===== src/shia_params.svh =====
`ifndef SHIA_PARAMS_SVH
`define SHIA_PARAMS_SVH
// Global registers
`define SHIA_A_GCTL 8'h23
`define SHIA_A_GSTS 8'h24
// Port page select: [5:4] read port, [3:0] write port mask
`define SHIA_A_PSEL 8'h4C
`define SHIA_A_LSTS1 8'h4D
`define SHIA_A_LSTS2 8'h4E
`define SHIA_A_ICRH 8'hD8
`define SHIA_A_ICRL 8'hD9
`define SHIA_A_ISRH 8'hDA
`define SHIA_A_ISRL 8'hDB
`define SHIA_A_VSTS 8'hE0
`define SHIA_A_GICR 8'hE1
`define SHIA_A_GPST 8'hE2
`define SHIA_A_SEN0 8'hE3
`define SHIA_A_SEN3 8'hE6
`define SHIA_A_RMSK 8'hE7
`define SHIA_A_FMSK 8'hE8
`define SHIA_A_RFLG 8'hE9
`define SHIA_A_FFLG 8'hEA
// Field positions
`define SHIA_B_GEN 7
`define SHIA_B_SEN 3
`define SHIA_B_GPIO 4
// Flag bits cleared by each status read
`define SHIA_C_LO_S1 8'h07
`define SHIA_C_LO_S2 8'h70
`define SHIA_C_LO_VS 8'h08
`define SHIA_C_HI_S1 8'h03
`define SHIA_C_HI_S2 8'h04
// Reset values
`define SHIA_RST_BYTE 8'h00
`define SHIA_RST_PSEL 8'h01
`endif


===== src/shia_pkg.sv =====
package shia_pkg;
  typedef logic [7:0] shia_byte_t;
  typedef logic [1:0] shia_port_t;
endpackage : shia_pkg


===== src/shia_core.sv =====
`timescale 1ns/1ps
`include "shia_params.svh"
module shia_core (
  input wire logic clk, // 10 MHz
  input wire logic rst, // Synchronous, active high
  input wire logic [7:0] reg_addr, // Register address
  input wire logic reg_wr, // Write strobe, one cycle
  input wire logic reg_rd, // Read strobe, one cycle
  input wire logic [7:0] reg_wdata, // Write data
  output logic [7:0] reg_rdata, // Read data, cycle after strobe
  input wire logic [27:0] rx_evt_lo, // Low events, 7 per port
  input wire logic [11:0] rx_evt_hi, // High events, 3 per port
  input wire logic [3:0] rx_lock, // Lock level per port
  input wire logic [3:0] rx_pass, // Port pass level per port
  input wire logic [15:0] fc_gpio, // Forward GPIOs, 4 per port
  input wire logic [127:0] sensor_word, // Sensor status, 32 per port
  input wire logic [1:0] tx_irq, // Transmit port requests
  output logic irq_out_n // Interrupt pin, low active
);

  function automatic shia_pkg::shia_byte_t shia_sticky(
    input shia_pkg::shia_byte_t q,
    input shia_pkg::shia_byte_t s,
    input shia_pkg::shia_byte_t c);
    // Set beats clear so no event is lost
    return (q & ~c) | s;
  endfunction : shia_sticky

  ////////////////////////////////////////////////////////////////////
  shia_pkg::shia_byte_t gctl_q, psel_q, rdata_q, rdata_d;
  logic irq_n_q, irq_n_d;
  shia_pkg::shia_byte_t lo_q [4];
  shia_pkg::shia_byte_t hi_q [4];
  shia_pkg::shia_byte_t icrh_q [4];
  shia_pkg::shia_byte_t icrl_q [4];
  shia_pkg::shia_byte_t gicr_q [4];
  shia_pkg::shia_byte_t gpst_q [4];
  shia_pkg::shia_byte_t rmsk_q [4];
  shia_pkg::shia_byte_t fmsk_q [4];
  shia_pkg::shia_byte_t rflg_q [4];
  shia_pkg::shia_byte_t fflg_q [4];
  shia_pkg::shia_byte_t senp_q [4];
  logic [3:0] gpp_q [4];
  shia_pkg::shia_byte_t isrh_w [4];
  shia_pkg::shia_byte_t isrl_w [4];
  shia_pkg::shia_byte_t rise_w [4];
  logic [3:0] rx_pend;
  logic [5:0] gsrc;
  logic [7:0] gsts;
  shia_pkg::shia_port_t rsel;

  assign rsel = psel_q[5:4];
  assign gsrc = {tx_irq, rx_pend};
  // Bit 7 follows the port enables; the pin also needs the global enable
  assign gsts = {|(gsrc & gctl_q[5:0]), 1'b0, gsrc};
  assign irq_n_d = ~(gctl_q[`SHIA_B_GEN] & gsts[7]);
  assign irq_out_n = irq_n_q;
  assign reg_rdata = rdata_q;

  ////////////////////////////////////////////////////////////////////
  for (genvar p = 0; p < 4; p++) begin : g_port
    localparam shia_pkg::shia_port_t PI = shia_pkg::shia_port_t'(p);
    logic rd_me, wr_me;
    shia_pkg::shia_byte_t clo, chi, gset, fall, sen;
    logic [3:0] gio;
    assign rd_me = reg_rd && (rsel == PI);
    assign wr_me = reg_wr && psel_q[p];
    assign sen = sensor_word[32*p +: 8];
    assign gio = fc_gpio[4*p +: 4];
    // Reads of link or video status clear their flags
    assign clo = ((rd_me && reg_addr == `SHIA_A_LSTS1) ? `SHIA_C_LO_S1 : 8'h00)
      | ((rd_me && reg_addr == `SHIA_A_LSTS2) ? `SHIA_C_LO_S2 : 8'h00)
      | ((rd_me && reg_addr == `SHIA_A_VSTS) ? `SHIA_C_LO_VS : 8'h00);
    assign chi = ((rd_me && reg_addr == `SHIA_A_LSTS1) ? `SHIA_C_HI_S1 : 8'h00)
      | ((rd_me && reg_addr == `SHIA_A_LSTS2) ? `SHIA_C_HI_S2 : 8'h00);
    // Low nibble of the enable picks rising edges, high nibble falling
    assign gset = {4'h0, (gio & ~gpp_q[p] & gicr_q[p][3:0])
      | (~gio & gpp_q[p] & gicr_q[p][7:4])};
    assign rise_w[p] = sen & ~senp_q[p] & rmsk_q[p];
    assign fall = ~sen & senp_q[p] & fmsk_q[p];
    assign isrl_w[p] = lo_q[p];
    assign isrh_w[p] = {3'b000, |gpst_q[p], |(rflg_q[p] | fflg_q[p]),
      hi_q[p][2:0]};
    // A port is pending only for flags whose own enable is set
    assign rx_pend[p] = |((isrh_w[p] & icrh_q[p]) | (isrl_w[p] & icrl_q[p]));
    always_ff @(posedge clk) begin
      if (rst) begin
        lo_q[p] <= `SHIA_RST_BYTE;
        hi_q[p] <= `SHIA_RST_BYTE;
        gpst_q[p] <= `SHIA_RST_BYTE;
        rflg_q[p] <= `SHIA_RST_BYTE;
        fflg_q[p] <= `SHIA_RST_BYTE;
        senp_q[p] <= `SHIA_RST_BYTE;
        gpp_q[p] <= 4'h0;
      end else begin
        // Link and video flags latch with no regard to the enables
        lo_q[p] <= shia_sticky(lo_q[p], {1'b0, rx_evt_lo[7*p +: 7]}, clo);
        hi_q[p] <= shia_sticky(hi_q[p], {5'h00, rx_evt_hi[3*p +: 3]}, chi);
        gpst_q[p] <= shia_sticky(gpst_q[p], gset,
          (rd_me && reg_addr == `SHIA_A_GPST) ? 8'hFF : 8'h00);
        rflg_q[p] <= shia_sticky(rflg_q[p], rise_w[p],
          (rd_me && reg_addr == `SHIA_A_RFLG) ? 8'hFF : 8'h00) & rmsk_q[p];
        fflg_q[p] <= shia_sticky(fflg_q[p], fall,
          (rd_me && reg_addr == `SHIA_A_FFLG) ? 8'hFF : 8'h00) & fmsk_q[p];
        senp_q[p] <= sen;
        gpp_q[p] <= gio;
      end
    end
    // Writes reach every port named in the write mask at once
    always_ff @(posedge clk) begin
      if (rst) begin
        icrh_q[p] <= `SHIA_RST_BYTE;
        icrl_q[p] <= `SHIA_RST_BYTE;
        gicr_q[p] <= `SHIA_RST_BYTE;
        rmsk_q[p] <= `SHIA_RST_BYTE;
        fmsk_q[p] <= `SHIA_RST_BYTE;
      end else if (wr_me) begin
        if (reg_addr == `SHIA_A_ICRH) icrh_q[p] <= reg_wdata;
        if (reg_addr == `SHIA_A_ICRL) icrl_q[p] <= reg_wdata;
        if (reg_addr == `SHIA_A_GICR) gicr_q[p] <= reg_wdata;
        if (reg_addr == `SHIA_A_RMSK) rmsk_q[p] <= reg_wdata;
        if (reg_addr == `SHIA_A_FMSK) fmsk_q[p] <= reg_wdata;
      end
    end
  end

  ////////////////////////////////////////////////////////////////////
  // Read decode; per-port registers follow the read port select
  always_comb begin
    rdata_d = 8'h00;
    if (reg_addr == `SHIA_A_GCTL) begin
      rdata_d = gctl_q;
    end else if (reg_addr == `SHIA_A_GSTS) begin
      rdata_d = gsts;
    end else if (reg_addr == `SHIA_A_PSEL) begin
      rdata_d = psel_q;
    end else if (reg_addr == `SHIA_A_LSTS1) begin
      rdata_d = {rsel, hi_q[rsel][0], lo_q[rsel][0], hi_q[rsel][1], lo_q[rsel][2],
        rx_pass[rsel], rx_lock[rsel]};
    end else if (reg_addr == `SHIA_A_LSTS2) begin
      rdata_d = {1'b0, lo_q[rsel][6], hi_q[rsel][2], lo_q[rsel][4], 3'b000,
        lo_q[rsel][5]};
    end else if (reg_addr == `SHIA_A_VSTS) begin
      rdata_d = {7'h00, lo_q[rsel][3]};
    end else if (reg_addr == `SHIA_A_ICRH) begin
      rdata_d = icrh_q[rsel];
    end else if (reg_addr == `SHIA_A_ICRL) begin
      rdata_d = icrl_q[rsel];
    end else if (reg_addr == `SHIA_A_ISRH) begin
      rdata_d = isrh_w[rsel];
    end else if (reg_addr == `SHIA_A_ISRL) begin
      rdata_d = isrl_w[rsel];
    end else if (reg_addr == `SHIA_A_GICR) begin
      rdata_d = gicr_q[rsel];
    end else if (reg_addr == `SHIA_A_GPST) begin
      rdata_d = gpst_q[rsel];
    end else if (reg_addr >= `SHIA_A_SEN0 && reg_addr <= `SHIA_A_SEN3) begin
      rdata_d = sensor_word[32*rsel + 8*(reg_addr - `SHIA_A_SEN0) +: 8];
    end else if (reg_addr == `SHIA_A_RMSK) begin
      rdata_d = rmsk_q[rsel];
    end else if (reg_addr == `SHIA_A_FMSK) begin
      rdata_d = fmsk_q[rsel];
    end else if (reg_addr == `SHIA_A_RFLG) begin
      rdata_d = rflg_q[rsel] & rmsk_q[rsel];
    end else if (reg_addr == `SHIA_A_FFLG) begin
      rdata_d = fflg_q[rsel] & fmsk_q[rsel];
    end
  end

  // Read data is held, so a late look still sees the last read
  always_ff @(posedge clk) begin
    if (rst) begin
      gctl_q <= `SHIA_RST_BYTE;
      psel_q <= `SHIA_RST_PSEL;
      rdata_q <= `SHIA_RST_BYTE;
      irq_n_q <= 1'b1;
    end else begin
      if (reg_wr && reg_addr == `SHIA_A_GCTL) gctl_q <= reg_wdata;
      if (reg_wr && reg_addr == `SHIA_A_PSEL) psel_q <= reg_wdata;
      if (reg_rd) rdata_q <= rdata_d;
      irq_n_q <= irq_n_d;
    end
  end
endmodule : shia_core


===== config.mk =====
export PLATFORM = sky130hd
export DESIGN_NAME = shia_core
export DESIGN_NICKNAME = d
export VERILOG_FILES = /design/src/shia_pkg.sv /design/src/shia_core.sv
export VERILOG_INCLUDE_DIRS = /design/src
export SDC_FILE = /design/constraint.sdc
export NUM_CORES = 1
export LEC_CHECK = 0
export ABC_AREA = 1
export BUFFER_PORTS_ARGS = -buffer_cell sky130_fd_sc_hd__buf_2
export CAP_MARGIN = 30
export CORE_MARGIN = 2
export CORE_UTILIZATION = 55
export DETAILED_ROUTE_END_ITERATION = 16
export PLACE_DENSITY = 0.76
export RECOVER_POWER = 100
export SYNTH_ARGS = -nofsm -noshare
export SYNTH_HDL_FRONTEND = slang
export SYNTH_SLANG_ARGS = --single-unit

===== constraint.sdc =====
create_clock -name clk -period 7.2 [get_ports clk]
set_clock_uncertainty 0.2 [all_clocks]
set_input_delay 0.72 -clock clk [delete_from_list [all_inputs] [get_ports clk]]
set_output_delay 0.72 -clock clk [all_outputs]
set_load 0.01 [all_outputs]

**Yosys cells after proc, flatten, opt, wreduce, memory -nomap -nowiden**

Memories as Yosys holds them, arrays and structs flattened. A register that Yosys moved wholly into a read port is not among the register bits.
Index checks and enable logic that the tools add are counted.

- Register bits after elaboration: 25
- Memories kept: 12
- Memory bits (writable): 368
- Output and inout port bits: 9

Memories:

| memory | words | bits a word | read ports | clocked after Yosys merged registers in | write ports | RTL line | source |
|---|---|---|---|---|---|---|---|
| fflg_q | 4 | 8 | 5 | 1 | 4 | shia_core.sv:41 | `shia_pkg::shia_byte_t fflg_q [4];` |
| fmsk_q | 4 | 8 | 5 | 1 | 4 | shia_core.sv:39 | `shia_pkg::shia_byte_t fmsk_q [4];` |
| gicr_q | 4 | 8 | 5 | 1 | 4 | shia_core.sv:36 | `shia_pkg::shia_byte_t gicr_q [4];` |
| gpst_q | 4 | 8 | 5 | 1 | 4 | shia_core.sv:37 | `shia_pkg::shia_byte_t gpst_q [4];` |
| hi_q | 4 | 8 | 5 | 1 | 4 | shia_core.sv:33 | `shia_pkg::shia_byte_t hi_q [4];` |
| icrh_q | 4 | 8 | 5 | 1 | 4 | shia_core.sv:34 | `shia_pkg::shia_byte_t icrh_q [4];` |
| +6 memories | - | - | - | - | - | - |  |

- Reductions and logical operators: 49
- Muxes and demuxes: 195
- Add/sub/neg operators: 2
- $lt $le $gt $ge: 4
- Eq/ne operators: 19
- Bitwise logic cells: 202
- Shift operators: 1

Operators by type and width:

| cell | number |
|---|---|
| 2-to-1 mux 8 bit | 77 |
| AND 8 bit | 50 |
| NOT 8 bit | 20 |
| OR 8 bit | 16 |
| variable part select 128 x 33 -> 8 bit | 1 |
| OR reduction 8 bit | 12 |
| equality test 8 bit (second input constant) | 11 |
| 2-to-1 mux 1 bit | 70 |
| AND 4 bit | 16 |
| 2-to-1 mux 2 bit | 24 |
| OR 1 bit | 48 |
| logical AND 1 bit | 35 |
| AND 5 x 8 -> 8 bit | 4 |
| binary-select mux 8 bit (select 2 bit) | 2 |
| 2-to-1 mux 4 bit | 8 |
| NOT 3 -> 8 bit | 4 |
| NOT 4 bit | 8 |
| NOT 7 -> 8 bit | 4 |
| OR 8 x 3 -> 8 bit | 4 |
| OR 8 x 4 -> 8 bit | 4 |
| OR 8 x 7 -> 8 bit | 4 |
| 2-to-1 mux 7 bit | 4 |
| OR 3 x 7 -> 7 bit | 4 |
| OR 7 x 4 -> 7 bit | 4 |
| other kinds (20) | 38 |

**Longest topological paths before layout**

- Depth in word-level cells: 18
- Gate-level depth with buffers: 26
- Mapped depth without buffers: 24

**Least setup slack after synthesis**

OpenSTA, ideal clock, no wires.

- Kind: input -> register
- From: in reg_addr[0]
- To: reg rdata_q[4] (netlist: reg_rdata[4])
- Data required time: 6.867 ns
- Data arrival time: 3.088 ns
- Path slack: 3.778 ns
- Setup time: 0.133 ns
- Stages: 24
- Cell sequence: ha_1 inv_1 nor2_1 nor2_1 ha_1 fa_1 clkbuf_1 inv_1 nand3_1 nand2_1 nand2_1 nand3_1 nand2_1 nand2_1 nand2_1 nand2_1 nand2_1 nand2_1 nand2_1 nand2_1 nand3_1 nand3_1 nand2_1 a21oi_2

- Longest elaborated chain between the ends: 18
- Elaborated cells on any way between the ends: 39
- Classes of those cells: add/sub: 2; order compare: 2; eq/ne: 16; shift: 1; mux: 17; reduce/logical: 1

RTL lines:

| item | RTL line | source |
|---|---|---|
| start: declaration | shia_core.sv:6 | `input wire logic [7:0] reg_addr,` |
| branches (longest 17 deep; another with adder 8 x 12 -> 13 bit) | - |  |
| 2-to-1 mux 8 bit * | shia_core.sv:131 | `` if (reg_addr == `SHIA_A_GCTL) begin `` |
| end signal: assignment | shia_core.sv:175 | `` rdata_q <= `SHIA_RST_BYTE; `` |
| end signal: assignment | shia_core.sv:180 | `if (reg_rd) rdata_q <= rdata_d;` |
| end: declaration | shia_core.sv:30 | `shia_pkg::shia_byte_t gctl_q, psel_q, rdata_q, rdata_d;` |

Mark *: on every way between the ends.
A chain may end at the register's enable or synchronous reset.

==> impl_metrics.json <==
{
  "slew_viol_final": 277,
  "synthDistinctLibCells": 51,
  "place_hpwl_um": 53900,
  "netlist_instances": 2433,
  "start_util_pct": 55.5,
  "cts.sinks": 371,
  "wirelength_um": 73700,
  "grt-ovfl-total": 0,
  "core_sq_um": 33400,
  "ctsHtreeMaxLevel": 2,
  "finalSetupTns_ps": 0,
  "wl_per_cell_um": 23.8,
  "cts_made_buffers": 40,
  "fillers": 3054,
  "pwr_density_cell_nw_per_um2": 227,
  "drt-initial-drc-count": 2780,
  "worst_ep_arrival_time_ps": 5610,
  "die_height_um": 187,
  "viasPerCell": 6.17,
  "drc": 0,
  "path_clk_slew_ps": 60,
  "multiInputGateArea_sq_um": 8190,
  "path_class": "in2reg",
  "fin_nets": 2830,
  "synth_fp_nets": 2654,
  "syn_avg_cell_area_sq_um": 7.61,
  "drive_gt1_share_pct": 12.5,
  "synth_flop_cell": "dfxtp_1",
  "yosysSeqAreaShare_pct": 48.8,
  "cts_tree": "done",
  "die_area_sq_um": 35100,
  "critPathLaunchType": "input port",
  "detailroute.via_count": 19100,
  "cp_data_required_time_ps": 7150,
  "crit_path_end_kind": "flop",
  "hold_violations": 0,
  "ctsHoldBuffers": 0,
  "synth_edf_count": 160,
  "die_w_um": 187,
  "cap_violations": 4,
  "syn_area_sq_um": 18500,
  "clock_latency_ps": 560,
  "gp_congestion": 1.01,
  "dp.cells": 3012,
  "final_util_pct": 63.4,
  "ys_async_sr_fraction_pct": 0,
  "track_usage_pct": 40.7,
  "finalNonFillerCells": 3089,
  "drt_pass1_iterations": 8,
  "fmax_mhz": 177,
  "cts_resized": 0,
  "port_buffers": 222,
  "antenna_found_initial": 3,
  "worst_pin_slew_ps": 3660,
  "drtAntennaViolNets": 0,
  "hold_class": "in2reg",
  "fin_crit_sh_pct": 78.7,
  "clk_root_buffer_cell": "clkbuf_16",
  "slew_headroom_pct": -144,
  "grt_pass1_vias": 17700,
  "regArea_sq_um": 9030,
  "yosys_register_bits": 371,
  "p_total_mw": 4.80,
  "ios": 223,
  "post-cts-setup-buffer-count": 0,
  "grt_max_degree": 109,
  "grt_pass1_wl_um": 108000,
  "diodes": 0,
  "worst-path-max-fanout": 71,
  "syn_to_final_growth_pct": 14.4,
  "num_rows": 67,
  "fin_crit_ps": 5660,
  "power_leakage_nw": 8.89,
  "grt_setup_unrepaired": "no",
  "yosys_warnings": 0,
  "clockBufferDepth": 3,
  "outcome": "finished, violations left",
  "failed_checks": "max-capacitance violations, max-slew violations",
  "setup_viol": 0,
  "max-vdd-ir-drop_v": 0.000206
}
[placed cells by master (no fill, tap or decap), types with 3 or more instances in the layout]
cell and instances:
nor2_1 511, a21oi_1 195, buf_2 212, o22ai_1 28, clkbuf_1 39, nand2_2 5
nor3_1 38, o21ai_0 269, o211ai_1 34, inv_2 8, clkinv_1 8, a22oi_1 39
a31oi_1 24, nand4_1 12, o221a_2 4, edfxtp_1 160, nand3_1 94, nand3_2 3
o21a_1 5, clkbuf_16 40, a221oi_1 7, nor4_1 17, clkinv_2 8, ha_1 6
dfxtp_1 209, nand2_1 402, nor2_4 6, buf_16 3, inv_1 178, o221ai_1 6
buf_4 15, o21ai_1 9, o2111ai_1 4, inv_4 3
[per-layer routing]
layer	global-route usage [%]	share of wire, %	vias up
met5	0	0.041	-
met4	16.0	4.1	6
met3	12.1	14	201
met2	61.9	43	1428
met1	54.7	38	8849
li1	-	-	8585
[per-stage QoR]
stage	worst slack (ps)	hold WS, ps	area, sq um
floorplan	3780	225	18500
global placement	2380	244	19800
detailed placement	2290	248	19900
CTS	2870	158	21200
global route	1380	168	21200
finish	1540	166	21200
[Yosys cell counts (17+ instances only)]
library cell / n / area share (%)
inv_1: 180 / 3.7
o21ai_0: 266 / 7.2
nand2_1: 402 / 8.2
a31oi_1: 24 / 0.81
o22ai_1: 28 / 0.95
nor3_1: 37 / 1.0
o211ai_1: 34 / 1.4
clkbuf_1: 69 / 1.4
buf_2: 48 / 1.3
edfxtp_1: 160 / 26
a22oi_1: 39 / 1.6
nor2_1: 511 / 10
nor4_1: 17 / 0.57
a21oi_1: 194 / 5.2
dfxtp_1: 211 / 23
nand3_1: 94 / 2.5
[critical path, stage by stage]
cell and delay, ps:
clkbuf_1 2540, clkinv_2 920, buf_4 620, o21ai_0 710
[logic make-up after synthesis]
kind of cell	share of synthesized area, %
simple gates	24.3
flops	48.8
fa+ha+maj	0.514
compound gates	19.4
buf+inv	6.92
xor+xnor	0.0473
[worst paths after layout]
path	from	to	slack, ps	cells past startpoint
setup / recovery	rst	rmsk_q[3][1]	1540	4
hold / removal	rx_evt_lo[22]	lo_q[3][1]	170	3
setup reg to reg	flop	reg_rdata[5]	2930	23
hold reg to reg	gpst_q[0][6]	gpst_q[0][6]	250	2
[power by group]
part | switching, mW | internal, mW | total [mW] | leakage, nW
logic | 0.312 | 0.153 | 0.465 | 4.88
registers | 0.0695 | 2.27 | 2.34 | 3.39
clock network | 0.868 | 1.13 | 2.00 | 0.619
total | 1.25 | 3.55 | 4.80 | 8.89
[state kept, by name, indices dropped and copies added, names as in the netlist, 12 cells and up, named ones only]
signal / flops
icrl_q: 32
icrh_q: 32
rflg_q: 32
fmsk_q: 32
rmsk_q: 32
gicr_q: 32
fflg_q: 32
senp_q: 32
lo_q: 28
gpst_q: 32
gpp_q: 16
hi_q: 12
[cell type report]
cell class	instances	area share, %
repair buffers	263	6.66
multi-input cells	1743	38.7
well taps	448	2.65
inverters	190	3.39
clock inverters	22	0.904
flip-flops and latches	371	42.7
clock buffers	52	5.04
(Power assumes the default switching activity.)
